<file path="src/pom_defines.svh">
// Constants of the serial-bus on/off, margin and write-lock command logic.
// Assumes the includer has no other macros with the POM_ prefix.
//
// Contract
// - On bit 0 stops switching, drivers low.
// - Decode the four margin field codes.
// - Margin low/high selects stored target value.
// - Fault thresholds follow reference now in effect.
// - Power-up bit 0 starts whenever powered.
// - Bus-command bit gates the on bit.
// - Enable-response bit gates the enable pin.
// - Polarity changes only after store and power cycle.
// - Off-action bit reads 1; off fast.
// - Configuration and lock savable to non-volatile store.
// - Clear-faults clears all status, releases alert.
// - Clear-faults never restarts a latched-off converter.
// - Persisting fault sets status and alert again.
// - Every command stays readable under any lock.
// - Lock bit 5 allows lock, operation, config.
// - Lock bit 6 allows lock and operation.
// - Lock bit 7 allows only lock writes.
// - Several lock bits set raises communication fault.
// - Config field access and printed defaults kept.
`ifndef POM_DEFINES_SVH
`define POM_DEFINES_SVH

// Command codes
`define POM_CMD_OPERATION   8'h01
`define POM_CMD_ONOFF       8'h02
`define POM_CMD_CLEAR       8'h03
`define POM_CMD_WLOCK       8'h10
`define POM_CMD_STORE_ALL   8'h11
`define POM_CMD_STORE_CODE  8'h13
`define POM_CMD_MARGIN_HIGH 8'h25
`define POM_CMD_MARGIN_LOW  8'h26
`define POM_CMD_STATUS_BYTE 8'h78
`define POM_CMD_STATUS_WORD 8'h79

// Field positions
`define POM_OP_ON      7
`define POM_OP_MG_MSB  5
`define POM_OP_MG_LSB  2
`define POM_WL_B7      7
`define POM_WL_B6      6
`define POM_WL_B5      5
`define POM_ST_OV      5
`define POM_ST_OC      4
`define POM_ST_OT      2
`define POM_ST_CML     1
`define POM_ST_UV      0

// Margin codes
`define POM_MG_LOW_IGN  4'h5
`define POM_MG_LOW_ACT  4'h6
`define POM_MG_HIGH_IGN 4'h9
`define POM_MG_HIGH_ACT 4'hA

// Reset values
`define POM_OP_RST      8'h00
`define POM_ONOFF_RST   4'hB
`define POM_CPA_VALUE   1'b1
`define POM_WL_RST      3'h0
`define POM_MARGIN_RST  16'h0000
`define POM_VOUT_NOM    16'h0000
`define POM_SLAVE_ADDR  7'h2C

`endif

</file>
<file path="src/pom_pkg.sv">
// Types of the serial-bus on/off, margin and write-lock command logic.
// Assumes nothing beyond a SystemVerilog compiler.
package pom_pkg;
	// Serial engine states, one-hot
	typedef enum logic [4:0] {
		POM_IDLE = 5'b00001,
		POM_RX   = 5'b00010,
		POM_ACK  = 5'b00100,
		POM_TX   = 5'b01000,
		POM_TACK = 5'b10000
	} pom_state_t;
	// Margin selection in effect
	typedef enum logic [1:0] {
		POM_MG_OFF  = 2'h0,
		POM_MG_LOW  = 2'h1,
		POM_MG_HIGH = 2'h2
	} pom_margin_t;
	// Fault comparator levels
	typedef struct packed {
		logic ov;
		logic uv;
		logic oc;
		logic ot;
	} pom_fault_t;
	// Power stage control
	typedef struct packed {
		logic switch_en;
		logic gates_low;
	} pom_drive_t;
endpackage

</file>
<file path="src/pom_top.sv">
// Serial-bus slave holding operation, turn-on configuration and write lock,
// with fault status, alert release and the switching enable.
// Assumes the bus clock, data and enable pin are asynchronous and are
// resynchronised here; fault levels come from logic on i_clk.
`timescale 1ns/1ps
`include "pom_defines.svh"
module pom_top #(
	parameter logic [6:0] SLAVE_ADDR = `POM_SLAVE_ADDR
) (
	// Clock and resets
	input  wire logic            i_clk,
	input  wire logic            i_rst,
	input  wire logic            i_nvm_clr,
	// Serial link
	input  wire logic            i_scl,
	input  wire logic            i_sda,
	output logic                 o_sda_o,
	output logic                 o_sda_oe,
	// Alert line, open drain
	output logic                 o_alert_o,
	output logic                 o_alert_oe,
	// Unit interface
	input  wire logic            i_enable_pin,
	input  pom_pkg::pom_fault_t  i_fault,
	output pom_pkg::pom_drive_t  o_drive,
	output logic [15:0]          o_ref_target,
	output pom_pkg::pom_margin_t o_margin,
	output logic [7:0]           o_status
);
	import pom_pkg::*;

	// Reserved general-call address cannot be served
	if (SLAVE_ADDR == 7'h00) begin : g_chk
		$error("SLAVE_ADDR must not be zero");
	end

	logic [1:0]  scl_sy, sda_sy, en_sy;   // Two-stage synchronisers
	logic        scl_p, sda_p;            // Previous synchronised levels
	pom_state_t  state_reg;               // Serial engine state
	logic [2:0]  bit_reg;                 // Bit within byte
	logic [7:0]  rx_reg, tx_reg;          // Shift registers
	logic        ack_on_reg;              // Acknowledge bit being driven
	logic [1:0]  bidx_reg;                // Byte index, saturating
	logic [1:0]  wcnt_reg;                // Data bytes written, saturating
	logic [1:0]  rcnt_reg;                // Bytes read, saturating
	logic        rw_reg, mine_reg;        // Read flag, addressed flag
	logic [7:0]  cmd_reg, d0_reg, d1_reg; // Command and data bytes
	logic [7:0]  op_reg;                  // Operation setting
	logic [3:0]  onoff_reg;               // Power-up, cmd, enable, polarity
	logic [2:0]  wl_reg;                  // Lock bits 7..5
	logic [15:0] mlow_reg, mhigh_reg;     // Stored margin targets
	logic [3:0]  nvm_onoff_reg;           // Saved configuration
	logic [2:0]  nvm_wl_reg;              // Saved lock
	logic        boot_reg, pol_eff_reg;   // Boot load done, live polarity
	logic        latch_reg;               // Latched off by a fault
	logic [7:0]  status_reg;              // Sticky status byte
	pom_drive_t  drive_reg;
	logic [15:0] target_reg;
	pom_margin_t margin_reg;

	// Line events seen on the synchronised copies only
	logic scl_s, sda_s, start_ev, stop_ev, rise, fall;
	assign scl_s    = scl_sy[1];
	assign sda_s    = sda_sy[1];
	assign start_ev = scl_s & scl_p & sda_p & ~sda_s;
	assign stop_ev  = scl_s & scl_p & ~sda_p & sda_s;
	assign rise     = scl_s & ~scl_p;
	assign fall     = ~scl_s & scl_p;

	// Synchronisers; first stages feed only the second
	always_ff @(posedge i_clk or posedge i_rst) begin
		if (i_rst) begin
			scl_sy <= 2'h3;
			sda_sy <= 2'h3;
			en_sy  <= 2'h0;
			scl_p  <= 1'b1;
			sda_p  <= 1'b1;
		end else begin
			scl_sy <= {scl_sy[0], i_scl};
			sda_sy <= {sda_sy[0], i_sda};
			en_sy  <= {en_sy[0], i_enable_pin};
			scl_p  <= scl_s;
			sda_p  <= sda_s;
		end
	end

	// Readback; reads never consult the lock
	logic [15:0] rd_word;
	logic [7:0]  rd_byte;
	always_comb begin
		rd_word = 16'h0000;
		unique case (cmd_reg)
			`POM_CMD_OPERATION:   rd_word = {8'h00, op_reg[7], 1'b0, op_reg[5:2], 2'h0};
			`POM_CMD_ONOFF:       rd_word = {8'h00, 3'h0, onoff_reg, `POM_CPA_VALUE};
			`POM_CMD_WLOCK:       rd_word = {8'h00, wl_reg, 5'h00};
			`POM_CMD_MARGIN_HIGH: rd_word = mhigh_reg;
			`POM_CMD_MARGIN_LOW:  rd_word = mlow_reg;
			`POM_CMD_STATUS_BYTE: rd_word = {8'h00, status_reg};
			`POM_CMD_STATUS_WORD: rd_word = {status_reg[`POM_ST_OV] | status_reg[`POM_ST_UV], 7'h00, status_reg};
			default:              rd_word = 16'h0000;
		endcase
		rd_byte = (rcnt_reg == 2'h0) ? rd_word[7:0] : (rcnt_reg == 2'h1) ? rd_word[15:8] : 8'h00;
	end

	// Serial engine: address, command, data bytes, acknowledge, readback
	logic [7:0] rx_byte;
	assign rx_byte = {rx_reg[6:0], sda_s};
	always_ff @(posedge i_clk or posedge i_rst) begin
		if (i_rst) begin
			state_reg  <= POM_IDLE;
			bit_reg    <= 3'h0;
			rx_reg     <= 8'h00;
			tx_reg     <= 8'h00;
			ack_on_reg <= 1'b0;
			bidx_reg   <= 2'h0;
			wcnt_reg   <= 2'h0;
			rcnt_reg   <= 2'h0;
			rw_reg     <= 1'b0;
			mine_reg   <= 1'b0;
			cmd_reg    <= 8'h00;
			d0_reg     <= 8'h00;
			d1_reg     <= 8'h00;
			o_sda_oe   <= 1'b0;
		end else if (start_ev) begin
			// Start or repeated start; command byte is kept
			state_reg <= POM_RX;
			bit_reg   <= 3'h0;
			bidx_reg  <= 2'h0;
			wcnt_reg  <= 2'h0;
			rcnt_reg  <= 2'h0;
			mine_reg  <= 1'b0;
			o_sda_oe  <= 1'b0;
		end else if (stop_ev) begin
			state_reg <= POM_IDLE;
			mine_reg  <= 1'b0;
			o_sda_oe  <= 1'b0;
		end else begin
			unique case (state_reg)
				POM_IDLE: begin
					o_sda_oe <= 1'b0;
				end
				POM_RX: begin
					if (rise) begin
						rx_reg  <= rx_byte;
						bit_reg <= bit_reg + 3'h1;
						if (bit_reg == 3'h7) begin
							ack_on_reg <= 1'b0;
							if (bidx_reg != 2'h3) begin
								bidx_reg <= bidx_reg + 2'h1;
							end
							if (bidx_reg == 2'h0) begin
								// Address byte: foreign addresses are left alone
								if (rx_byte[7:1] == SLAVE_ADDR) begin
									mine_reg  <= 1'b1;
									rw_reg    <= rx_byte[0];
									state_reg <= POM_ACK;
								end else begin
									state_reg <= POM_IDLE;
								end
							end else begin
								if (bidx_reg == 2'h1) begin
									cmd_reg <= rx_byte;
								end else begin
									if (wcnt_reg == 2'h0) begin
										d0_reg <= rx_byte;
									end
									if (wcnt_reg == 2'h1) begin
										d1_reg <= rx_byte;
									end
									if (wcnt_reg != 2'h3) begin
										wcnt_reg <= wcnt_reg + 2'h1;
									end
								end
								state_reg <= POM_ACK;
							end
						end
					end
				end
				POM_ACK: begin
					// First fall drives acknowledge, second ends it; after a host acknowledge the next fall loads the next byte
					if (fall) begin
						if (!ack_on_reg) begin
							ack_on_reg <= 1'b1;
							o_sda_oe   <= 1'b1;
						end else begin
							ack_on_reg <= 1'b0;
							bit_reg    <= 3'h0;
							if (rw_reg) begin
								tx_reg    <= rd_byte;
								o_sda_oe  <= ~rd_byte[7];
								state_reg <= POM_TX;
								if (rcnt_reg != 2'h3) begin
									rcnt_reg <= rcnt_reg + 2'h1;
								end
							end else begin
								o_sda_oe  <= 1'b0;
								state_reg <= POM_RX;
							end
						end
					end
				end
				POM_TX: begin
					// Data changes on falls, host samples on rises
					if (fall) begin
						o_sda_oe <= ~tx_reg[7];
					end else if (rise) begin
						tx_reg  <= {tx_reg[6:0], 1'b0};
						bit_reg <= bit_reg + 3'h1;
						if (bit_reg == 3'h7) begin
							state_reg <= POM_TACK;
						end
					end
				end
				POM_TACK: begin
					// Host acknowledge asks for the next byte
					if (fall) begin
						o_sda_oe <= 1'b0;
					end else if (rise) begin
						if (!sda_s) begin
							state_reg  <= POM_ACK;
							ack_on_reg <= 1'b1;
						end else begin
							state_reg <= POM_IDLE;
						end
					end
				end
				default: begin
					state_reg <= POM_IDLE;
					o_sda_oe  <= 1'b0;
				end
			endcase
		end
	end
	assign o_sda_o = 1'b0;

	// Write decode at stop: length, lock and data checks
	logic       commit, locked, len_ok, wl_multi, mg_bad, accept, cml_ev, clear_ev;
	logic [1:0] need_len;
	always_comb begin
		commit = stop_ev & mine_reg & ~rw_reg & (bidx_reg >= 2'h2);
		unique case (cmd_reg)
			`POM_CMD_CLEAR, `POM_CMD_STORE_ALL:                            need_len = 2'h0;
			`POM_CMD_OPERATION, `POM_CMD_ONOFF, `POM_CMD_WLOCK, `POM_CMD_STORE_CODE: need_len = 2'h1;
			`POM_CMD_MARGIN_HIGH, `POM_CMD_MARGIN_LOW:                     need_len = 2'h2;
			default:                                                       need_len = 2'h3;
		endcase
		len_ok = (need_len == wcnt_reg) && (need_len != 2'h3);
		if (wl_reg[2]) begin
			locked = (cmd_reg != `POM_CMD_WLOCK);
		end else if (wl_reg[1]) begin
			locked = (cmd_reg != `POM_CMD_WLOCK) && (cmd_reg != `POM_CMD_OPERATION);
		end else if (wl_reg[0]) begin
			locked = (cmd_reg != `POM_CMD_WLOCK) && (cmd_reg != `POM_CMD_OPERATION)
			         && (cmd_reg != `POM_CMD_ONOFF);
		end else begin
			locked = 1'b0;
		end
		wl_multi = (cmd_reg == `POM_CMD_WLOCK) && ((d0_reg[`POM_WL_B7] & d0_reg[`POM_WL_B6])
		           | (d0_reg[`POM_WL_B7] & d0_reg[`POM_WL_B5]) | (d0_reg[`POM_WL_B6] & d0_reg[`POM_WL_B5]));
		mg_bad   = (cmd_reg == `POM_CMD_OPERATION) && (d0_reg[5:4] != 2'h0)
		           && (d0_reg[5:2] != `POM_MG_LOW_IGN) && (d0_reg[5:2] != `POM_MG_LOW_ACT)
		           && (d0_reg[5:2] != `POM_MG_HIGH_IGN) && (d0_reg[5:2] != `POM_MG_HIGH_ACT);
		accept   = commit & len_ok & ~locked & ~wl_multi & ~mg_bad;
		cml_ev   = commit & ~accept;
		clear_ev = accept & (cmd_reg == `POM_CMD_CLEAR);
	end

	// Saved settings; only a factory clear empties them
	always_ff @(posedge i_clk or posedge i_nvm_clr) begin
		if (i_nvm_clr) begin
			nvm_onoff_reg <= `POM_ONOFF_RST;
			nvm_wl_reg    <= `POM_WL_RST;
		end else if (accept && (cmd_reg == `POM_CMD_STORE_ALL)) begin
			nvm_onoff_reg <= onoff_reg;
			nvm_wl_reg    <= wl_reg;
		end else if (accept && (cmd_reg == `POM_CMD_STORE_CODE)) begin
			if (d0_reg == `POM_CMD_ONOFF) begin
				nvm_onoff_reg <= onoff_reg;
			end
			if (d0_reg == `POM_CMD_WLOCK) begin
				nvm_wl_reg <= wl_reg;
			end
		end
	end

	// Live settings; reset stands for a power cycle and reloads the saved copy
	always_ff @(posedge i_clk or posedge i_rst) begin
		if (i_rst) begin
			op_reg      <= `POM_OP_RST;
			onoff_reg   <= `POM_ONOFF_RST;
			wl_reg      <= `POM_WL_RST;
			mlow_reg    <= `POM_MARGIN_RST;
			mhigh_reg   <= `POM_MARGIN_RST;
			boot_reg    <= 1'b0;
			pol_eff_reg <= 1'b1;
		end else if (!boot_reg) begin
			boot_reg    <= 1'b1;
			onoff_reg   <= nvm_onoff_reg;
			wl_reg      <= nvm_wl_reg;
			pol_eff_reg <= nvm_onoff_reg[0];
		end else if (accept) begin
			unique case (cmd_reg)
				`POM_CMD_OPERATION:   op_reg    <= {d0_reg[7], 1'b0, d0_reg[5:2], 2'h0};
				`POM_CMD_ONOFF:       onoff_reg <= d0_reg[4:1];
				`POM_CMD_WLOCK:       wl_reg    <= d0_reg[7:5];
				`POM_CMD_MARGIN_HIGH: mhigh_reg <= {d1_reg, d0_reg};
				`POM_CMD_MARGIN_LOW:  mlow_reg  <= {d1_reg, d0_reg};
				default:              op_reg    <= op_reg;
			endcase
		end
	end

	// Margin decode and start conditions
	logic       mg_low, mg_high, mg_ign, pin_act, start_req;
	pom_fault_t fault_eff;
	always_comb begin
		mg_low    = (op_reg[5:2] == `POM_MG_LOW_IGN) || (op_reg[5:2] == `POM_MG_LOW_ACT);
		mg_high   = (op_reg[5:2] == `POM_MG_HIGH_IGN) || (op_reg[5:2] == `POM_MG_HIGH_ACT);
		mg_ign    = (op_reg[5:2] == `POM_MG_LOW_IGN) || (op_reg[5:2] == `POM_MG_HIGH_IGN);
		fault_eff = i_fault;
		fault_eff.ov = i_fault.ov & ~mg_ign;
		fault_eff.uv = i_fault.uv & ~mg_ign;
		pin_act   = pol_eff_reg ? en_sy[1] : ~en_sy[1];
		start_req = ~onoff_reg[3]
		            | ((~onoff_reg[1] | pin_act)
		               & (~onoff_reg[2] | op_reg[`POM_OP_ON]));
	end

	// Sticky status; a present fault beats a clear in the same cycle
	always_ff @(posedge i_clk or posedge i_rst) begin
		if (i_rst) begin
			status_reg <= 8'h00;
		end else begin
			status_reg <= (clear_ev ? 8'h00 : status_reg)
			              | ({7'h00, fault_eff.ov} << `POM_ST_OV)
			              | ({7'h00, fault_eff.oc} << `POM_ST_OC)
			              | ({7'h00, fault_eff.ot} << `POM_ST_OT)
			              | ({7'h00, fault_eff.uv} << `POM_ST_UV)
			              | ({7'h00, cml_ev} << `POM_ST_CML);
		end
	end

	// Fault latch; released only by removing the start request, not by clear
	always_ff @(posedge i_clk or posedge i_rst) begin
		if (i_rst) begin
			latch_reg <= 1'b0;
		end else if (|fault_eff) begin
			latch_reg <= 1'b1;
		end else if (!start_req) begin
			latch_reg <= 1'b0;
		end
	end

	// Power stage drive and reference; drivers drop within one cycle on off
	always_ff @(posedge i_clk or posedge i_rst) begin
		if (i_rst) begin
			drive_reg  <= '{switch_en: 1'b0, gates_low: 1'b1};
			target_reg <= `POM_VOUT_NOM;
			margin_reg <= POM_MG_OFF;
		end else begin
			drive_reg.switch_en <= boot_reg & start_req & ~latch_reg & ~(|fault_eff);
			drive_reg.gates_low <= ~(boot_reg & start_req & ~latch_reg & ~(|fault_eff));
			// Thresholds track this same value, so margining cannot trip them
			target_reg <= mg_low ? mlow_reg : (mg_high ? mhigh_reg : `POM_VOUT_NOM);
			margin_reg <= mg_low ? POM_MG_LOW : (mg_high ? POM_MG_HIGH : POM_MG_OFF);
		end
	end

	assign o_drive      = drive_reg;
	assign o_ref_target = target_reg;
	assign o_margin     = margin_reg;
	assign o_status     = status_reg;
	assign o_alert_o    = 1'b0;
	assign o_alert_oe   = |status_reg;
endmodule

</file>
<file path="config.mk">
export PLATFORM = sky130hd
export DESIGN_NAME = pom_top
export DESIGN_NICKNAME = d
export VERILOG_FILES = /design/src/pom_pkg.sv /design/src/pom_top.sv
export VERILOG_INCLUDE_DIRS = /design/src /design/src/src
export SDC_FILE = /design/constraint.sdc
export NUM_CORES = 1
export LEC_CHECK = 0
export BUFFER_PORTS_ARGS = -buffer_cell sky130_fd_sc_hd__buf_2
export CAP_MARGIN = 20
export CORE_ASPECT_RATIO = 0.8
export CORE_UTILIZATION = 56
export DETAILED_ROUTE_END_ITERATION = 7
export MAX_ROUTING_LAYER = met4
export PLACE_DENSITY = 0.74
export SYNTH_ARGS = -nofsm -noshare
export SYNTH_HDL_FRONTEND = slang
export SYNTH_SLANG_ARGS = --single-unit
</file>
<file path="constraint.sdc">
create_clock -name i_clk -period 7.9 [get_ports i_clk]
set_input_delay 0.395 -clock i_clk [delete_from_list [all_inputs] [get_ports i_clk]]
set_output_delay 0.395 -clock i_clk [all_outputs]
set_load 0.005 [all_outputs]
</file>
==> flow_summary.ini <==
[yosys]
ys_types = 65
syn_area_per_cell_sq_um = 11.87
yosysTopAreaCellShare = 0.4650
ys_seq_area_frac = 0.5218
synth_ff_type = dfrtp_1
synthArstFlopShare = 1.000
synth_top_cell_by_area = dfrtp_1
syn-instance-count = 585
ys.warnings.count = 0
synth_area_sq_um = 6942
ys_top_cells_by_area = dfrtp_1 (47%), mux2_2 (9.1%), dfstp_2 (5.7%)
synth_edf_count = 0
synth-seq-cells = 144

[pwr]
p_clk_frac = 0.443
peakVddDrop_mv = 0.1384
cellLeakagePower_nw = 3.630
p_seq_frac = 0.478
p_comb_frac = 0.079
p_sw_uw = 424.8
p_int_mw = 1.266
power.density_nw_per_um2 = 215.9
p_sw_frac = 0.2512

[global_routing]
antenna_found_initial = 0
use_met1 = 0.4314
met2_usage = 0.3901
overflow = 0
grt_first_pass_wirelength_um = 26650
grt_pass1_vias = 4641
busiest_layer = met1
grtUsageTotal = 0.2890
grt_use_met3 = 0.04543
grt_max_degree = 81

[cells_and_area]
drive_gt1_frac = 0.2645
syn_to_final_growth_pct = 12.82
layout.nets = 648
diodes = 0
fin_cells = 787

[die]
die_y_um = 101.6
coreArea_sq_um = 11780
fp.dieArea_sq_um = 12850
fp-row-count = 35
fp.dieW_um = 126.5
io_pins = 42
start_util = 0.5893

[clock_network]
htreeDepth = 4
cts_tree = built
cts.path.max_buffers = 2
clock_latency_ns = 0.42
cts_sinks = 144
post_cts_buffers = 0
clk_transition_reported_paths_ns = 0.06
numCtsBuffers = 17
cts-root-buf = clkbuf_16

[drt]
ant_nets = 0
viasPerCell = 6.343
vias = 4992
wirelength_um = 16710
wire_per_inst_um = 21.24
drt_iter0_markers = 618
first_pass_iters = 5
drc_errors = 0

[setup_path]
crit_type = reg2reg
critPathMaxStageDelay_ns = 0.90
cp_data_arrival_time_ns = 4.00
crit_fanout = 16
cp-end-kind = flip-flop
cp_top_family = simple AND/OR/NAND/NOR gates
cp_slowest_cell = and4_1
crit_buf_inv = 0
cp.required_ns = 8.20
path_cells = and4b_1, nor4bb_1, nand2_1, nor4b_4, and4_1, mux2_2
regToRegSetupSlack_ns = 4.20
critPathLaunchType = flip-flop

[sta]
hold_violations = 0
drv_slew = 0
fin_crit_sh = 0.4688
min_period_ns = 3.704
relSlewSlack = 0.3393
fmax_ghz = 0.2700
rsz0062_at_grt = false
finClkSkew_ns = 0.009069
finalSetupTns_ns = 0
setup_violations = 0
worst_slew_pin_slew_ns = 0.9911

[placement]
place_congestion = 0.9623
portBuffers = 36
dp_cells = 750
dp.final_hpwl_um = 11830

[worst_hold_path]
min_path_type = in2async

[run]
maxCapViolations = 0

[status]
status = complete, no violations
[final cells by class]
class	count	area [sq um]
sequential	144	3622
tap	148	185.2
clock inverter	12	110.1
clock buffer	20	446.7
inverter	16	65.06
fill	873	3949
timing repair buffer	45	275.3
multi-input combinational	402	3127
[power groups by stage]
stage	clock network, mW	registers, mW	logic, mW
after detailed placement	0	0.819	0.131
after global placement	0	0.817	0.126
after global routing	0.794	0.811	0.150
after floorplan	0	0.802	0.102
final	0.749	0.808	0.134
after CTS	0.762	0.807	0.132
[path summary, 6_finish.rpt]
kind | startpoint | end | cells past startpoint
min in group i_clk | i_sda | sda_sy[0]$_DFF_PP1_ | 1
worst max-delay path | sda_sy[1]$_DFF_PP1_ | mhigh_reg[6]$_DFFE_PP0P_ | 6
max in group asynchronous | i_rst | o_drive[0]$_DFF_PP1_ | 4
worst max register to register | sda_sy[1]$_DFF_PP1_ | mhigh_reg[6]$_DFFE_PP0P_ | 6
worst min-delay path | i_rst | en_sy[0]$_DFF_PP0_ | 2
worst min register to register | scl_sy[0]$_DFF_PP1_ | scl_sy[1]$_DFF_PP1_ | 0
[cells in the mapped netlist (7+ instances only)]
master	count
nor2_1	42
a21oi_1	18
mux2_4	10
inv_1	16
mux2_2	56
clkbuf_1	15
mux2_1	10
nor3_1	8
nand3_1	14
ha_1	12
nand2b_1	7
mux2i_1	14
dfrtp_1	129
o21ai_0	19
nor2b_1	8
dfstp_2	15
a22o_1	21
a22oi_1	14
and3_1	10
nand2_1	26
[layer usage]
layer / up-vias / routed length [um]
met5: - / 0
met4: 0 / 346
met3: 31 / 1038
met2: 198 / 7100
met1: 2519 / 8228
li1: 2244 / -
[metrics by stage]
step	instance area (sq um)	utilization	hold slack, ns	setup WS, ns	power, mW
after floorplan	6957	-	0.1962	3.857	0.9045
after global placement	7209	0.6120	0.3177	4.393	0.9436
after detailed placement	7209	0.6120	0.3256	4.283	0.9501
after CTS	7776	0.6601	0.03572	4.260	1.700
after global routing	7831	0.6648	0.05594	4.069	1.756
final	7831	0.6648	0.02245	4.197	1.691
[logic make-up after synthesis]
| family | Yosys count | share of synthesized area |
|---|---|---|
| and+or+nand+nor | 163 | 0.1327 |
| DFF | 144 | 0.5218 |
| AOI/OAI and AO/OA | 122 | 0.1292 |
| muxes | 90 | 0.1489 |
| buffers and inverters | 43 | 0.03136 |
| adders and majority gates | 12 | 0.02163 |
| other | 2 | 0.001082 |
| xor gates and xnor gates | 9 | 0.01334 |
[timing repair]
item	4_1_cts	5_1_grt
endpoints found under the hold margin	4	0
hold buffers	1	0
resized for setup	0	0
[cells in the final DEF (no fill, tap or decap), types with 4 or more instances in the layout]
cell type   count
and4_1          4
mux2i_1        14
nor2_1         42
dfrtp_1       129
nor2b_1         8
nor4_1          4
buf_2          37
a22o_1         21
nor3_1          8
nand3_1        14
mux2_1         10
a22oi_1        14
and3_1         10
nand2_1        26
and2_1          6
a211oi_1        5
o21ai_0        19
mux2_4         10
buf_4           4
clkinvlp_4      4
nand4_1         5
xor2_1          4
a21o_1          5
conb_1          6
nand3b_1        5
inv_1          15
xnor2_1         4
clkbuf_16      17
o2bb2ai_1       6
a21oi_1        18
nand2b_1        7
ha_1           12
nor3b_1         4
o22ai_1         6
dfstp_2        15
mux2_2         56
No activity file was read; power rests on OpenSTA's default activity.
